<file path="config.mk">
export PLATFORM = sky130hd
export DESIGN_NAME = rfs_assist
export DESIGN_NICKNAME = d
export VERILOG_FILES = /design/src/hdl/rfs_pkg.sv /design/src/hdl/rfs_sync_det.sv /design/src/hdl/rfs_assist.sv
export SDC_FILE = /design/constraint.sdc
export NUM_CORES = 1
export LEC_CHECK = 0
export BUFFER_PORTS_ARGS = -buffer_cell sky130_fd_sc_hd__buf_2
export CAP_MARGIN = 10
export CORE_MARGIN = 2
export CORE_UTILIZATION = 31
export DETAILED_ROUTE_END_ITERATION = 16
export GPL_ROUTABILITY_DRIVEN = 0
export MAX_ROUTING_LAYER = met4
export SLEW_MARGIN = 10
export SYNTH_ARGS = -nofsm -noshare
export SYNTH_HDL_FRONTEND = slang
export SYNTH_SLANG_ARGS = --single-unit
export TNS_END_PERCENT = 10
</file>
<file path="constraint.sdc">
create_clock -name sys_clk -period 12.65 [get_ports sys_clk]
set_input_delay 1.265 -clock sys_clk [delete_from_list [all_inputs] [get_ports sys_clk]]
set_output_delay 1.265 -clock sys_clk [all_outputs]
set_load 0.02 [all_outputs]
</file>
<file path="src/hdl/rfs_pkg.sv">
// rfs_pkg: constants shared by the receiver digital assist block
// assumes a single 125 MHz system clock
package rfs_pkg;
  localparam int RFS_FERR_W = 16;
  localparam int RFS_SCALE_W = 12;
  localparam int RFS_SPAN_W = 8;
  localparam int RFS_PKT_W = 8;
  localparam int RFS_SYNC_MAX = 24;
  localparam int RFS_DIV_W = 9;
  localparam int RFS_TONE_W = 8;
  localparam int RFS_DWELL_W = 16;
  localparam int RFS_FRAC_SHIFT = 18;
  // nominal IF 100 kHz expressed as readback value at 1 kHz resolution scale
  localparam logic [15:0] RFS_IF_NOMINAL = 16'h0064;
  localparam int RFS_FINE_STEPS = 10;
  localparam int RFS_COARSE_TIME_US = 200;
  localparam int RFS_CLK_MHZ = 125;
  localparam int RFS_COARSE_CYCLES = RFS_COARSE_TIME_US * RFS_CLK_MHZ;
  localparam logic [1:0] RFS_MODE_PULSE = 2'h0;
  localparam logic [1:0] RFS_MODE_FRAME = 2'h1;
  localparam logic [1:0] RFS_MODE_LOW = 2'h2;
  localparam logic [1:0] RFS_MODE_HIGH = 2'h3;
  localparam logic [15:0] RFS_CENTRE_RESET = 16'h0000;
  typedef enum logic [1:0] {
    RFS_CAL_IDLE = 2'b00,
    RFS_CAL_COARSE = 2'b01,
    RFS_CAL_FINE = 2'b10,
    RFS_CAL_DONE = 2'b11
  } rfs_cal_t;
endpackage

</file>
<file path="src/hdl/rfs_sync_det.sv">
// rfs_sync_det: sync word correlator with tolerance and packet framing
// assumes rx_bit and rx_bit_en are synchronous to sys_clk
`timescale 1ns/1ps
`default_nettype none
module rfs_sync_det #(
  parameter int WMAX = 24
) (
  input wire logic sys_clk,
  input wire logic rst,
  input wire logic rx_mode,
  input wire logic rx_bit,
  input wire logic rx_bit_en,
  input wire logic [WMAX-1:0] sync_word,
  input wire logic [1:0] sync_len_sel,
  input wire logic [1:0] err_tolerance,
  input wire logic [1:0] match_mode,
  input wire logic [7:0] packet_bytes,
  output logic sync_match
);
  import rfs_pkg::*;
  initial begin
    if (WMAX != 24) $error("rfs_sync_det: WMAX must be 24");
  end
  logic [WMAX-1:0] shreg, next_shreg;
  logic hit_pend, next_hit_pend;
  logic framing, next_framing;
  logic [2:0] bit_cnt, next_bit_cnt;
  logic [7:0] byte_cnt, next_byte_cnt;
  logic next_sync_match;
  logic [4:0] errs;
  logic [WMAX-1:0] diff, mask;

  function automatic logic [WMAX-1:0] len_mask(input logic [1:0] sel);
    logic [WMAX-1:0] m;
    m = '0;
    unique case (sel)
      2'b00: m = 24'h00_0fff;
      2'b01: m = 24'h00_ffff;
      2'b10: m = 24'h0f_ffff;
      2'b11: m = 24'hff_ffff;
    endcase
    return m;
  endfunction

  always_comb begin
    next_shreg = shreg;
    next_hit_pend = 1'b0;
    next_framing = framing;
    next_bit_cnt = bit_cnt;
    next_byte_cnt = byte_cnt;
    mask = len_mask(sync_len_sel);
    diff = (shreg ^ sync_word) & mask;
    errs = '0;
    for (int i = 0; i < WMAX; i++) begin
      errs = errs + 5'(diff[i]);
    end
    if (rx_bit_en) begin
      next_shreg = {shreg[WMAX-2:0], rx_bit};
      // hit found after previous bit drives pin on this rx clock
      next_hit_pend = rx_mode && (errs <= 5'(err_tolerance)); // see R8
      if (framing) begin
        next_bit_cnt = bit_cnt + 3'h1;
        if (bit_cnt == 3'h7) begin
          next_byte_cnt = byte_cnt + 8'h01;
          if (byte_cnt + 8'h01 >= packet_bytes) begin
            next_framing = 1'b0;
          end
        end
      end
    end
    if (hit_pend && match_mode == RFS_MODE_FRAME && packet_bytes != 8'h00) begin
      next_framing = 1'b1;
      next_bit_cnt = '0;
      next_byte_cnt = '0;
    end
    if (!rx_mode) begin
      next_framing = 1'b0;
    end
    unique case (match_mode)
      RFS_MODE_PULSE: next_sync_match = hit_pend;
      RFS_MODE_FRAME: next_sync_match = next_framing;
      RFS_MODE_LOW: next_sync_match = 1'b0;
      RFS_MODE_HIGH: next_sync_match = 1'b1;
    endcase
  end

  always_ff @(posedge sys_clk) begin
    if (rst) begin
      shreg <= '0;
      hit_pend <= 1'b0;
      framing <= 1'b0;
      bit_cnt <= '0;
      byte_cnt <= '0;
      sync_match <= 1'b0;
    end else begin
      shreg <= next_shreg;
      hit_pend <= next_hit_pend;
      framing <= next_framing;
      bit_cnt <= next_bit_cnt;
      byte_cnt <= next_byte_cnt;
      sync_match <= next_sync_match;
    end
  end
endmodule
`default_nettype wire

</file>
<file path="src/hdl/rfs_assist.sv">
// rfs_assist: frequency loop, sync detector and IF filter calibration sequencer
// assumes config bits are static plain ports from the serial port logic
// Notes on behaviour
// signed 16-bit frequency error readback
// zero offset reads nominal IF
// enabled loop corrects N divider via PI
// host programs loop scale coefficient
// correction limited to half span
// rf halving halves applied span
// host keeps span below 1.5 filter widths
// match asserted on next rx clock
// framing holds match for packet bytes
// 2-bit field selects match pin behaviour
// sync length 12, 16, 20 or 24
// sender sends sync word msb first
// tolerate zero to three bit errors
// coarse trigger write starts calibration
// fine step follows if enabled beforehand
// host stays off during calibration
// host sets reference divider for 50 kHz
// fine step: two tones, ten measurements
// each tone from own 8-bit divider
// each step lasts dwell sequencer periods
// host makes dwell at least 800 us
// host places tones per filter width
// calibration done shown on test pin
// shift bits, count mismatches, compare tolerance
// count bytes, drop match at length
`timescale 1ns/1ps
`default_nettype none
module rfs_assist #(
  parameter int COARSE_CYCLES = rfs_pkg::RFS_COARSE_CYCLES
) (
  input wire logic sys_clk,
  input wire logic rst,
  input wire logic [rfs_pkg::RFS_FERR_W-1:0] disc_freq,
  input wire logic disc_valid,
  input wire logic loop_enable,
  input wire logic [rfs_pkg::RFS_SCALE_W-1:0] loop_scale_coefficient,
  input wire logic [rfs_pkg::RFS_SPAN_W-1:0] correction_span,
  input wire logic rf_halving_select,
  input wire logic rx_mode,
  input wire logic rx_bit,
  input wire logic rx_bit_en,
  input wire logic [rfs_pkg::RFS_SYNC_MAX-1:0] sync_word,
  input wire logic [1:0] sync_len_sel,
  input wire logic [1:0] err_tolerance,
  input wire logic [1:0] match_mode,
  input wire logic [rfs_pkg::RFS_PKT_W-1:0] packet_bytes,
  input wire logic cal_write,
  input wire logic coarse_trigger,
  input wire logic fine_enable,
  input wire logic [rfs_pkg::RFS_DIV_W-1:0] cal_ref_divider,
  input wire logic [rfs_pkg::RFS_TONE_W-1:0] lower_tone_div,
  input wire logic [rfs_pkg::RFS_TONE_W-1:0] upper_tone_div,
  input wire logic [rfs_pkg::RFS_DWELL_W-1:0] tone_step_dwell,
  input wire logic [7:0] rssi_level,
  input wire logic test_mux_sel,
  output logic [rfs_pkg::RFS_FERR_W-1:0] freq_error_readback,
  output logic [rfs_pkg::RFS_FERR_W-1:0] n_div_correction,
  output logic sync_match,
  output logic cal_busy,
  output logic tone_sel_upper,
  output logic [rfs_pkg::RFS_TONE_W-1:0] tone_divider,
  output logic [5:0] filter_adjust,
  output logic test_mux_pin
);
  import rfs_pkg::*;
  initial begin
    if (COARSE_CYCLES < 1) $error("rfs_assist: COARSE_CYCLES must be positive");
  end

  // frequency loop
  logic signed [15:0] integ, next_integ;
  logic signed [15:0] corr, next_corr;
  logic [15:0] next_readback;
  logic signed [16:0] err_s;
  logic signed [29:0] prop;
  logic signed [15:0] lim;
  logic signed [17:0] raw;

  always_comb begin
    next_readback = freq_error_readback;
    next_integ = integ;
    next_corr = corr;
    err_s = '0;
    prop = '0;
    raw = '0;
    // half span, halved again when rf halving is on
    lim = rf_halving_select ? 16'(correction_span >> 2) : 16'(correction_span >> 1); // see R5
    if (disc_valid) begin
      next_readback = disc_freq; // see R1
      if (loop_enable) begin
        // error relative to nominal IF
        err_s = 17'(signed'({1'b0, disc_freq})) - 17'(signed'({1'b0, RFS_IF_NOMINAL}));
        prop = 30'(err_s) * 30'(signed'({1'b0, loop_scale_coefficient}));
        next_integ = 16'(integ - 16'(prop >>> 18));
        raw = 18'(next_integ) - 18'(prop >>> 16);
        if (raw > 18'(lim)) next_corr = lim;
        else if (raw < -18'(lim)) next_corr = -lim;
        else next_corr = 16'(raw);
        if (next_integ > lim) next_integ = lim;
        else if (next_integ < -lim) next_integ = -lim;
      end
    end
    if (!loop_enable) begin
      next_integ = '0;
      next_corr = '0;
    end
  end

  always_ff @(posedge sys_clk) begin
    if (rst) begin
      freq_error_readback <= '0;
      integ <= '0;
      corr <= '0;
    end else begin
      freq_error_readback <= next_readback;
      integ <= next_integ;
      corr <= next_corr;
    end
  end
  assign n_div_correction = corr;

  rfs_sync_det #(.WMAX(RFS_SYNC_MAX)) u_sync (
    .sys_clk(sys_clk),
    .rst(rst),
    .rx_mode(rx_mode),
    .rx_bit(rx_bit),
    .rx_bit_en(rx_bit_en),
    .sync_word(sync_word),
    .sync_len_sel(sync_len_sel),
    .err_tolerance(err_tolerance),
    .match_mode(match_mode),
    .packet_bytes(packet_bytes),
    .sync_match(sync_match)
  );

  // calibration sequencer; fine-step clock is an enable from cal_ref_divider, coarse step counts sys_clk cycles
  rfs_cal_t st, next_st;
  logic [8:0] seq_div, next_seq_div;
  logic [23:0] tcnt, next_tcnt;
  logic [3:0] steps, next_steps;
  logic upper, next_upper;
  logic [7:0] rssi_low, next_rssi_low;
  logic [5:0] adj, next_adj;
  logic [7:0] next_tone;
  logic seq_en;

  always_comb begin
    next_st = st;
    next_tcnt = tcnt;
    next_steps = steps;
    next_upper = upper;
    next_rssi_low = rssi_low;
    next_adj = adj;
    seq_en = (seq_div == 9'h000);
    next_seq_div = seq_en ? cal_ref_divider - 9'h001 : seq_div - 9'h001;
    unique case (st)
      RFS_CAL_IDLE, RFS_CAL_DONE: begin
        if (cal_write && coarse_trigger) begin
          next_st = RFS_CAL_COARSE;
          next_tcnt = '0;
        end
      end
      RFS_CAL_COARSE: begin
        next_tcnt = tcnt + 24'h00_0001;
        if (tcnt >= 24'(COARSE_CYCLES - 1)) begin
          next_tcnt = '0;
          next_steps = '0;
          next_upper = 1'b0;
          next_st = fine_enable ? RFS_CAL_FINE : RFS_CAL_DONE;
        end
      end
      RFS_CAL_FINE: begin
        if (seq_en) begin
          next_tcnt = tcnt + 24'h00_0001;
          // each half step measures one tone; two halves make one dwell
          if (tcnt[15:0] + 16'h0001 >= (tone_step_dwell >> 1) || tone_step_dwell < 16'h0002) begin
            next_tcnt = '0;
            next_upper = !upper;
            if (!upper) begin
              next_rssi_low = rssi_level;
            end else begin
              // lower attenuated more: move centre down
              if (rssi_low < rssi_level && adj != 6'h00) next_adj = adj - 6'h01;
              else if (rssi_low > rssi_level && adj != 6'h3f) next_adj = adj + 6'h01;
              next_steps = steps + 4'h1;
              if (steps == 4'(RFS_FINE_STEPS - 1)) next_st = RFS_CAL_DONE;
            end
          end
        end
      end
    endcase
    next_tone = next_upper ? upper_tone_div : lower_tone_div;
  end

  always_ff @(posedge sys_clk) begin
    if (rst) begin
      st <= RFS_CAL_IDLE;
      seq_div <= '0;
      tcnt <= '0;
      steps <= '0;
      upper <= 1'b0;
      rssi_low <= '0;
      adj <= 6'h20;
      cal_busy <= 1'b0;
      tone_sel_upper <= 1'b0;
      tone_divider <= '0;
      filter_adjust <= 6'h20;
      test_mux_pin <= 1'b0;
    end else begin
      st <= next_st;
      seq_div <= next_seq_div;
      tcnt <= next_tcnt;
      steps <= next_steps;
      upper <= next_upper;
      rssi_low <= next_rssi_low;
      adj <= next_adj;
      cal_busy <= (next_st == RFS_CAL_COARSE) || (next_st == RFS_CAL_FINE);
      tone_sel_upper <= next_upper;
      tone_divider <= next_tone;
      filter_adjust <= next_adj;
      test_mux_pin <= test_mux_sel ? (next_st == RFS_CAL_DONE) : sync_match;
    end
  end
endmodule
`default_nettype wire

</file>
Word-level counts from Yosys, hierarchy flattened
Cells that the tools add are included.
{ "classes": {"add_sub_neg": 37, "multipliers": 1, "n_div": 0, "magnitude_cmp": 11, "eq_ne": 20, "shift": 0, "mux": 40, "bitwise": 5, "reduce_logical": 27} }
{ "ops": {"columns": ["operator", "n"], "rows": [
  ["adder 5 x 1 -> 5 bit", 22],
  ["2-to-1 mux 24 bit", 4],
  ["one-hot mux 24 bit (4 select lines)", 1],
  ["one-hot mux 24 bit (3 select lines)", 1],
  ["2-to-1 mux 16 bit", 4],
  ["multiplier 17 x 13 -> 30 bit", 1],
  ["adder 24 x 1 -> 24 bit (second input constant)", 1],
  ["AND 24 bit", 1],
  ["greater-or-equal comparator 24 x 15 -> 1 bit (second input constant)", 1],
  ["XOR 24 bit", 1],
  ["less-than comparator 17 x 18 -> 1 bit", 1],
  ["negator 7 -> 18 bit", 1],
  ["subtractor 9 x 1 -> 9 bit (second input constant)", 2],
  ["> comparator 17 x 8 -> 1 bit", 1],
  ["subtractor 16 x 14 -> 17 bit", 1],
  ["subtractor 16 x 7 -> 17 bit (second input constant)", 1],
  ["adder 16 x 1 -> 16 bit (second input constant)", 1],
  ["equality test 2 bit (second input constant)", 8],
  ["greater-or-equal comparator 16 x 15 -> 1 bit", 1],
  ["> comparator 16 x 8 -> 1 bit", 1],
  ["less-than comparator 16 bit", 1],
  ["less-than comparator 16 x 2 -> 1 bit (second input constant)", 1],
  ["2-to-1 mux 4 bit", 4],
  ["negator 7 -> 16 bit", 1],
  ["40 further kinds", 79]
]} }
{ "totals": {"reg_bits": 150, "latchBits": 0, "ram_bits": 0, "mem_bits_ro": 0, "input_bits": 135, "elab_cells": 160, "memories": 0} }

Longest topological paths before layout
Gate-level depths: netlist (run 1).
{ "logic_depth": {"depth_word": 28, "ltp_mapped": 58, "depth_no_buf": 56} }

Cells and area by module
Synthesis (run 1) repeated with hierarchy kept, for this count alone.
{ "hier_totals": {"hier_cells": 2314, "hier_area_um2": 19502.5} }
{ "modules_own_cells": {"columns": ["mod", "n_inst", "cells_per_inst", "area_per_inst_um2", "seq_area_each_um2"], "rows": [
  ["rfs_assist", 1, 2028, 16857.4, 2242.2],
  ["rfs_sync_det", 1, 286, 2645.0, 760.7]
]} }

Least setup slack after synthesis (run 1)
No wires, ideal clock.
{ "synth_timing": {"path_type": "in2reg", "start": "input port disc_freq[2] in the netlist's numbering", "end": "register corr[6], in the netlist n_div_correction[6]", "setup_ns": 0.132, "arrival_ns": 12.575, "setup_slack_ns": -0.058, "cell_stages": 50, "path_buffers": 3, "path_cell_list": "clkinv_1 ha_1 nand2b_1 a31oi_1 nand2_1 nor4_1 clkbuf_1 and2_1 fa_1 inv_1 fa_1 inv_1 fa_1 fa_1 inv_1 fa_1 inv_1 ha_1 (+14 left out) o211ai_1 o221a_1 or3_1 or4b_4 nand2_1 xnor2_1 ha_1 a21o_1 a21oi_1 o21ai_0 a21o_1 a21o_1 a21o_1 or2_2 o21a_2 mux2_1 a21oi_1 a21oi_1"} }
{ "synth_via": {"elab_chain_cells": 7, "word_cells_on_any_way": 8} }
{ "synth_lines": {"columns": ["item", "line_no", "source"], "rows": [
  ["start: declaration", "rfs_assist.sv:36", "input wire logic [rfs_pkg::RFS_FERR_W-1:0] disc_freq,"],
  ["subtractor 16 x 7 -> 17 bit (*)", "rfs_assist.sv:95", "err_s = 17'(signed'({1'b0, disc_freq})) - 17'(signed'({1'b0, RFS_IF_NOMINAL}));"],
  ["multiplier 17 x 13 -> 30 bit (*)", "rfs_assist.sv:96", "prop = 30'(err_s) * 30'(signed'({1'b0, loop_scale_coefficient}));"],
  ["subtractor 16 x 12 -> 16 bit", "rfs_assist.sv:97", "next_integ = 16'(integ - 16'(prop >>> 18));"],
  ["subtractor 16 x 14 -> 17 bit (*)", "rfs_assist.sv:98", "raw = 18'(next_integ) - 18'(prop >>> 16);"],
  ["less-than comparator 17 x 18 -> 1 bit", "rfs_assist.sv:100", "else if (raw < -18'(lim)) next_corr = -lim;"],
  ["2-to-1 mux 16 bit", "rfs_assist.sv:100", null],
  ["2-to-1 mux 16 bit (*)", "rfs_assist.sv:99", "if (raw > 18'(lim)) next_corr = lim;"],
  ["end signal: assignment", "rfs_assist.sv:120", "corr <= next_corr;"],
  ["end: declaration", "rfs_assist.sv:75", "logic signed [15:0] corr, next_corr;"]
]} }
Mark *: on every way between the ends. The rest lies on a longest branch, timed or not.
A chain may end at the register's enable or synchronous reset.

Worst setup path in the final report (run 1)
Same ends and word-level chain as after synthesis.

==> results of run 1 <==
==> worst max-delay path: cells and delay by family <==
kind | cells | cell delay [ps]
compound gates | 19 | 3510
xor+xnor | 2 | 330
fa+ha+maj | 11 | 4110
buf+inv | 11 | 940
mux | 1 | 320
simple gates | 12 | 1930
==> flip-flops by register name, indices dropped and copies added, names as in the netlist, 2 cells and up <==
name / cells
adj: 6
tone_divider: 8
tcnt: 24
st: 2
rssi_low: 8
seq_div: 9
u_sync.byte_cnt: 8
integ: 16
freq_error_readback: 16
u_sync.shreg: 24
steps: 4
n_div_correction: 16
u_sync.bit_cnt: 3
==> stage by stage <==
| step | utilization, % | hold slack [ps] | setup WS [ps] |
|---|---|---|---|
| 5_1_grt | 38.19 | 475.3 | -25.14 |
| 2_1_floorplan | - | 438.5 | 42.51 |
| 6_report | 38.19 | 452.3 | 552.1 |
| 3_3_place_gp | 36.63 | 440.4 | -367.1 |
| 3_5_place_dp | 36.63 | 444.9 | -512.2 |
| 4_1_cts | 37.53 | 455.8 | 43.77 |
==> metal layers <==
layer	wire length [um]	up-vias
li1	-	8642
met5	0	-
met3	1419	45
met4	799	0
met1	22130	8160
met2	24920	259
==> path summary, 6_finish.rpt <==
path | slack (ps) | to | cells after the start | startpoint
worst min-delay path | 450 | n_div_correction[13] | 2 | n_div_correction[13]
worst max-delay path | 550 | n_div_correction[6] | 56 | disc_freq[2]
worst min register to register | 450 | n_div_correction[13] | 2 | n_div_correction[13]
worst max register to register | 6080 | n_div_correction[6] | 28 | integ[4]
==> cell type report <==
type,instances,area [um^2]
clock buffers,18,429.2
clock inverters,14,132.6
fillers,6585,39130
inverters,372,1400
multi-input cells,1789,15490
flip-flops and latches,150,3003
well taps,846,1059
repair buffers,415,2666
==> cells by family after synthesis <==
group	Yosys count
AO/OA/AOI/OAI	426
XOR/XNOR	130
adder cells (fa/ha/maj)	399
buffers and inverters	457
flip-flops	150
multiplexers	72
AND/OR/NAND/NOR	762
==> what timing repair did <==
| action | in CTS | in global routing |
|---|---|---|
| pin swaps | 0 | 45 |
| buffers inserted | 0 | 15 |
| gates resized for setup | 1 | 55 |
| endpoints found under the setup margin | 1 | 16 |
==> cell usage in the layout, fill, tap and decap left out, types with 24 or more instances in the layout <==
cell	count
ha_1	178
a21oi_1	96
o21a_1	24
nand3_1	48
nand2_1	197
buf_2	181
and3_1	30
buf_4	233
nand2b_1	39
inv_1	366
fa_1	206
xnor2_1	72
o21ai_0	83
mux2i_1	65
and2_1	113
a21o_1	45
nor2_1	155
nor2b_1	44
nor3_1	39
xor2_1	53
dfxtp_1	150
==> summary.md, run 1 <==
| Metric | Value |
|---|---|
| Core Area | `63310 um^2` |
| First-pass GRT wire length | `84990 um` |
| # rows | `92` |
| Number of global-route vias before repair | `17431` |
| Worst skew pair latency | `480 ps` |
| Final WL | `49270 um` |
| Post-synthesis compound-gate area fraction | `14.69%` |
| Adder-Cell Fraction of Synth Area | `32.85%` |
| Crit path max-delay cell type | `fa_1` |
| Status | `finished clean` |
| Clock root cell | `clkbuf_16` |
| Drc violations | `0` |
| GRT Util Overall | `15.96%` |
| Layout cells sized above 1 | `19.65%` |
| Max Freq | `82.66 MHz` |
| Die area | `66220 um^2` |
| Congestion Overflow GR | `0` |
| Seq cells post-synth | `150` |
| IO Count | `185` |
| Syn Nets | `2926` |
| M3 GR Usage | `2.147%` |
| Total iterations of the first detailed-routing run | `6` |
| Netlist cell types | `97` |
| Startpoint Class | `input pin` |
| Routed len/inst | `13.67 um` |
| GRT Max-Usage Layer | `met2` |
| DRT antenna net count | `0` |
| Clk slew on worst S/H paths | `70 ps` |
| Pin count of the biggest net entering global routing | `80` |
| Die width | `257.3 um` |
| Drt via density | `4.746` |
| Mux share of post-synthesis cell area | `3.685%` |
| Sequential area share after synthesis | `15.09%` |
| CTS tree | `done` |
| Via Count | `17106` |
| Post-CTS Hold Buffers | `0` |
| Xor-xnor portion of the synthesized cell area | `5.760%` |
| CP Capture Type | `flip-flop` |
| Slew HR | `39.89%` |
| Hold WC Path Type | `flip-flop to flip-flop` |
| Met2 usage | `28.29%` |
| Area share of the largest cell type after synthesis | `20.83%` |
| Pins Over Slew Limit | `0` |
| Fin cells | `3604` |
| M1 GR Usage | `18.98%` |
| Crit share post-route | `95.64%` |
| Crit Path Max Fanout | `6` |
| Hold Vio Cnt, Final | `0` |
| Critical path's most frequent cell | `inv_1` |
| Total CTS buffers | `17` |
| Mean area per synthesized cell | `8.304 um^2` |
| Antenna violations before repair | `0` |
| Ys flop type | `dfxtp_1` |
| Minimum clock period | `12100 ps` |
| Die span in y | `257.3 um` |
| Synthesized area | `19900 um^2` |
| Cell types with the highest counts after synthesis | `inv_1 (368), fa_1 (207), nand2_1 (199), ha_1 (188), nor2_1 (162)` |
| Post-detail-place hpwl | `39890 um` |
| Final Setup Violations | `0` |
| CTS HTree Levels | `4` |
| Crit Path Category | `input pin to flip-flop` |
| Worst Path Arrival | `12430 ps` |
| Area leader, netlist | `fa_1` |
| Worst Path Required | `12980 ps` |
| Clk_skew | `14.51 ps` |
| Setup TNS | `0 ps` |
| Initial core utilization | `31.43%` |
| Ranking of synthesized cells by area | `fa_1 (21%), dfxtp_1 (15%), ha_1 (12%), inv_1 (6.9%), nand2_1 (3.8%)` |
| IO buf count | `182` |
| Max clock buf depth | `2` |
| Most frequent cell after synthesis | `inv_1` |
| Mapped Cells | `2396` |
| Area after DPL | `23190 um^2` |
| Final Cell Area | `24180 um^2` |
| Combinational family with the most area after synthesis | `adder cells` |
| CP peak stage delay | `520 ps` |
| Max Cap Viol | `0` |
| Post-Synth Simple-Gate Area | `19.24%` |
| Clk sinks | `150` |
| Nets | `3275` |
| Ys Warns | `0` |
| Area growth syn-to-layout | `21.51%` |
| Placed insts | `3557` |
| DRT iter0 DRCs | `733` |
| Asr flop ratio synth | `0%` |
| Measured slew at the worst slew-check pin | `895.2 ps` |
| Diodes inserted | `0` |
| Post-synth EDFFs | `0` |
Power of run 1 is left out: the tool's default activity adds up to more than one toggle a clock period on the data nets, which glitch-free logic cannot reach.
==> run 2: changes to the inputs <==
BUFFER_PORTS_ARGS = unset   (was -buffer_cell sky130_fd_sc_hd__buf_2)
DONT_BUFFER_PORTS = 1   (was unset)
==> summary.md, run 2 (synthesis results as in run 1) <==
| Metric | Value |
|---|---|
| Clk_skew | `12.54 ps (-1.969 ps)` |
| CTS HTree Levels | `4 (unchanged)` |
| Measured slew at the worst slew-check pin | `1220 ps (+324.3 ps)` |
| Worst skew pair latency | `470 ps (about the same)` |
| Fill cells | `6646 (+0.93%)` |
| Final Setup Violations | `0 (unchanged)` |
| FF/Latch Area | `3003 um^2 (unchanged)` |
| Diodes inserted | `0 (unchanged)` |
| M1 GR Usage | `18.18% (-0.80 points)` |
| Max Freq | `82.82 MHz (+0.19%)` |
| Total CTS buffers | `17 (unchanged)` |
| Antenna violations before repair | `0 (unchanged)` |
| Worst Path Arrival | `12430 ps (about the same)` |
| Via Count | `16115 (-5.8%)` |
| Placed insts | `3303 (-7.1%)` |
| Drt via density | `4.815 (+1.4%)` |
| Area growth syn-to-layout | `13.77%` |
| Commonest cells after routing, fill and taps aside | `inv_1 (367), fa_1 (206), nand2_1 (197), ha_1 (186)` |
| Final WL | `48040 um (-2.5%)` |
| Setup slack on the worst flop-to-flop path | `5970 ps (-110 ps)` |
| Die span in y | `257.3 um (unchanged)` |
| Minimum clock period | `12080 ps (-22.80 ps)` |
| Initial core utilization | `31.43% (unchanged)` |
| CP Capture Type | `flip-flop` |
| Fin cells | `3347 (-7.1%)` |
| Max clock buf depth | `2 (unchanged)` |
| First-pass GRT wire length | `82570 um (-2.8%)` |
| Layout cells sized above 1 | `10.92% (-8.7 points)` |
| DRT iter0 DRCs | `632 (-14%)` |
| Area occupied by multi-input gates | `15400 um^2 (-0.57%)` |
| # rows | `92 (unchanged)` |
| Largest registers | `tcnt (24), u_sync.shreg (24)` |
| IO buf count | `0 (-100%)` |
| Hold WC Path Type | `flip-flop to flip-flop` |
| CP peak stage delay | `560 ps (+40 ps)` |
| Slew HR | `18.53% (-21 points)` |
| Hold Crit Start | `u_sync.bit_cnt[1]` |
| Crit Path Category | `input pin to flip-flop` |
| Pin count of the biggest net entering global routing | `108 (+35%)` |
| DRT antenna net count | `0 (unchanged)` |
| Crit Path Max Fanout | `8 (+2)` |
| Crit share post-route | `95.46% (-0.18 points)` |
| Critical path's most frequent cell | `inv_1` |
| Routed len/inst | `14.35 um (+5.0%)` |
| Pins Over Slew Limit | `0 (unchanged)` |
| Most common cell after layout, fill and taps aside | `inv_1` |
| CTS tree | `done` |
| Max Cap Viol | `0 (unchanged)` |
| DP Worst Slack | `-349.3 ps (+162.8 ps)` |
| Post-detail-place hpwl | `38780 um (-2.8%)` |
| Hold Vio Cnt, Final | `0 (unchanged)` |
| Final hold slack | `460.9 ps (+8.618 ps)` |
| Crit Reg-Reg Startpoint | `integ[4]` |
| Crit. Startpoint | `disc_freq[2]` |
| Die width | `257.3 um (unchanged)` |
| Nets | `3019 (-7.8%)` |
| PnR worst setup slack | `574.9 ps (+22.80 ps)` |
| Clk sinks | `150 (unchanged)` |
| Congestion Overflow GR | `0 (unchanged)` |
| Crit path max-delay cell type | `or4b_4` |
| Total iterations of the first detailed-routing run | `5 (-1)` |
| Clock root cell | `clkbuf_16` |
| IO Count | `185 (unchanged)` |
| Status | `finished clean` |
| Drc violations | `0 (unchanged)` |
| GRT Max-Usage Layer | `met2` |
| Die area | `66220 um^2 (unchanged)` |
| GRT Util Overall | `15.57% (-0.39 points)` |
| Clk slew on worst S/H paths | `70 ps (about the same)` |
| Core Area | `63310 um^2 (unchanged)` |
| Post-CTS Hold Buffers | `0 (unchanged)` |
| Worst Path Required | `13000 ps (+20 ps)` |
| Startpoint Class | `input pin` |
| Met2 usage | `27.39% (-0.91 points)` |
| Number of global-route vias before repair | `16557 (-5.0%)` |
| M3 GR Usage | `2.778% (+0.63 points)` |
==> run 2: routing by layer <==
layer	up-vias	wire length, um
met1	7689	20940
met5	-	0
li1	8134	-
met4	0	886
met3	56	1886
met2	236	24330
==> run 2: what timing repair did <==
action / in CTS / in global routing
endpoints found under the setup margin: 0 / 16
setup buffers: 0 / 13
gates resized for setup: 0 / 40
==> run 2: path summary, 6_finish.rpt <==
check	endpoint	depth (start not counted)
max	n_div_correction[6]	55
min	u_sync.bit_cnt[1]	2
max reg2reg	n_div_correction[6]	30
min reg2reg	u_sync.bit_cnt[1]	2
==> run 2: layout make-up <==
class	instances	area share, %
Sequential cell	150	13.27
Tap cell	846	4.676
Clock buffer	17	1.879
Timing Repair Buffer	159	5.328
Multi-Input combinational cell	1789	68.02
Inverter	372	6.185
Clock inverter	14	0.6412
==> run 2: worst max-delay path, delay by kind of cell <==
family / cells / cell delay (ps)
compound gates: 18 / 3280
xor+xnor: 4 / 650
fa+ha+maj: 10 / 3900
buf+inv: 9 / 730
mux: 1 / 310
simple gates: 13 / 2270
==> run 2: metrics by stage <==
stage | util (%) | area [um^2] | TNS [ps]
after detailed placement | 34.36 | 21750 | -3997
after floorplan | - | 19900 | 0
final | 35.75 | 22640 | 0
after CTS | 35.26 | 22330 | 0
after global routing | 35.75 | 22640 | -37.79
after global placement | 34.36 | 21750 | -2980
Power of run 2 is left out for the same reason.
==> run 3: changes to the inputs <==
CAP_MARGIN = 20   (was 10)
CORE_MARGIN = unset   (was 2)
==> summary.md, run 3 (synthesis results as in run 1) <==
| Metric | Value |
|---|---|
| End-of-flow core utilization | `35.90% (+0.15 points)` |
| Reg2reg path depth | `28 (-6.7%)` |
| Number of global-route vias before repair | `16701 (+0.87%)` |
| Max clock buf depth | `2 (unchanged)` |
| Worst Path Arrival | `12470 ps (+40 ps)` |
| Routed len/inst | `14.40 um (+0.36%)` |
| IO buf count | `0 (unchanged)` |
| Max Freq | `82.62 MHz (-0.24%)` |
| CP delay by family, top | `adder cells` |
| Crit Path Max Fanout | `8 (unchanged)` |
| Crit path max-delay cell type | `or4b_4` |
| Worst Path Required | `13010 ps (about the same)` |
| Crit. Startpoint | `disc_freq[2]` |
| Critical path depth in cells | `50 (-9.1%)` |
| Clk_skew | `10.58 ps (-1.958 ps)` |
| Measured slew at the worst slew-check pin | `862.6 ps (-356.9 ps)` |
| Final WL | `48250 um (+0.45%)` |
| Final Setup Violations | `0 (unchanged)` |
| IO Count | `185 (unchanged)` |
| Clk sinks | `150 (unchanged)` |
| Nets | `3021 (+0.066%)` |
| Slew HR | `42.49% (+24 points)` |
| Largest registers | `tcnt (24), u_sync.shreg (24)` |
| Area growth syn-to-layout | `14.03%` |
| Hold Vio Cnt, Final | `0 (unchanged)` |
| Minimum clock period | `12100 ps (+28.54 ps)` |
| Antenna violations before repair | `2 (+2)` |
| Crit share post-route | `95.68% (+0.23 points)` |
| Setup TNS | `0 ps (unchanged)` |
| Hold WC Path Type | `flip-flop to flip-flop` |
| Die span in y | `255.3 um (-0.78%)` |
| R2r endpoint | `n_div_correction[6]` |
| CTS HTree Levels | `4 (unchanged)` |
| Post-detail-place hpwl | `38760 um (about the same)` |
| CP peak stage delay | `550 ps (about the same)` |
| DRT antenna net count | `0 (unchanged)` |
| Congestion Overflow GR | `0 (unchanged)` |
| Clock root cell | `clkbuf_16` |
| Drc violations | `0 (unchanged)` |
| Status | `finished clean` |
| Die area | `65200 um^2 (-1.5%)` |
| Setup slack on the worst flop-to-flop path | `6000 ps (+30 ps)` |
| Max Cap Viol | `0 (unchanged)` |
| Startpoint Class | `input pin` |
| Total CTS buffers | `17 (unchanged)` |
| Crit Path Category | `input pin to flip-flop` |
| # rows | `92 (unchanged)` |
| CTS tree | `done` |
| Pins Over Slew Limit | `0 (unchanged)` |
| Pin count of the biggest net entering global routing | `108 (unchanged)` |
| Via Count | `16299 (+1.1%)` |
| Worst skew pair latency | `470 ps (about the same)` |
| Crit Reg-Reg Startpoint | `integ[4]` |
| First-pass GRT wire length | `82190 um (-0.45%)` |
| Commonest cells after routing, fill and taps aside | `inv_1 (367), fa_1 (206), nand2_1 (198), ha_1 (184)` |
| CP Capture Type | `flip-flop` |
| Clk slew on worst S/H paths | `70 ps (about the same)` |
| Diodes inserted | `0 (unchanged)` |
| Crit path buffers/inverters | `7 (-2)` |
| Drt via density | `4.865 (+1.1%)` |
| Total iterations of the first detailed-routing run | `5 (unchanged)` |
| DRT iter0 DRCs | `714 (+13%)` |
| Layout cells sized above 1 | `11.10% (+0.19 points)` |
| Core Area | `63200 um^2 (-0.18%)` |
| GRT Util Overall | `15.78% (+0.22 points)` |
| Die width | `255.3 um (-0.78%)` |
| Most common cell after layout, fill and taps aside | `inv_1` |
| Initial core utilization | `31.48% (+0.057 points)` |
| Critical path's most frequent cell | `fa_1` |
| CP Capture Point | `n_div_correction[6]` |
==> run 3: cell count changes in the layout (fill, tap and decap cells not counted), sizes merged <==
cell and change:
clkbuf +1, bufinv +1, clkinvlp +2, inv -4
buf +2, clkinv +1
==> run 3: worst min-delay path by stage <==
| stage | startpoint | end | slack [ps] | cells past startpoint |
|---|---|---|---|---|
| 6_report | u_sync.bit_cnt[2] | u_sync.bit_cnt[2] | 460 | 2 |
| 5_1_grt | integ[15] | integ[15] | 490 | 2 |
| 4_1_cts | u_sync.bit_cnt[2] | u_sync.bit_cnt[2] | 460 | 2 |
| 3_5_place_dp | u_sync.bit_cnt[2] | u_sync.bit_cnt[2] | 450 | 2 |
| 3_3_place_gp | u_sync.bit_cnt[1] | u_sync.bit_cnt[1] | 450 | 2 |
| 2_1_floorplan | u_sync.bit_cnt[2] | u_sync.bit_cnt[2] | 440 | 2 |
==> run 3: final cells by class <==
cell class | count | area [um^2]
multi-input cells | 1789 | 15420
repair buffers | 161 | 1221
well taps | 846 | 1059
fillers | 6543 | 40510
clock buffers | 18 | 429.2
clock inverters | 14 | 158.9
flip-flops and latches | 150 | 3003
inverters | 372 | 1400
==> run 3: worst min-delay path, cell delays in order, from the launching register on <==
cell     delay [ps]
dfxtp_1         320
nand2_1          50
a21oi_1          50
==> run 3: per-layer routing <==
layer  vias to the layer above  GRT usage (%)  part of all wire (%)
li1                       8125              -                     -
met1                      7853          18.48                    44
met2                       256          27.39                    50
met3                        65          2.708                   3.4
met4                         0          4.803                   2.0
met5                         -              -                     0
==> run 3: per-stage QoR <==
| step | std cells | setup slack (ps) | hold WS (ps) | cell area [um^2] |
|---|---|---|---|---|
| 6_report | 3350 | 546.3 | 462.7 | 22690 |
| 5_1_grt | 3350 | -34.69 | 490.0 | 22690 |
| 4_1_cts | 3340 | 125.7 | 464.3 | 22380 |
| 3_5_place_dp | 3308 | -362.1 | 453.9 | 21790 |
| 3_3_place_gp | 3308 | -219.7 | 453.0 | 21790 |
| 2_1_floorplan | 2396 | 42.51 | 438.5 | 19900 |
==> run 3: repair_timing <==
action	4_1_cts	5_1_grt
resized for setup	0	40
hold buffers	0	0
setup endpoints to repair	0	16
setup buffers	0	10
endpoints found under the hold margin	0	0
Power of run 3 is left out for the same reason.
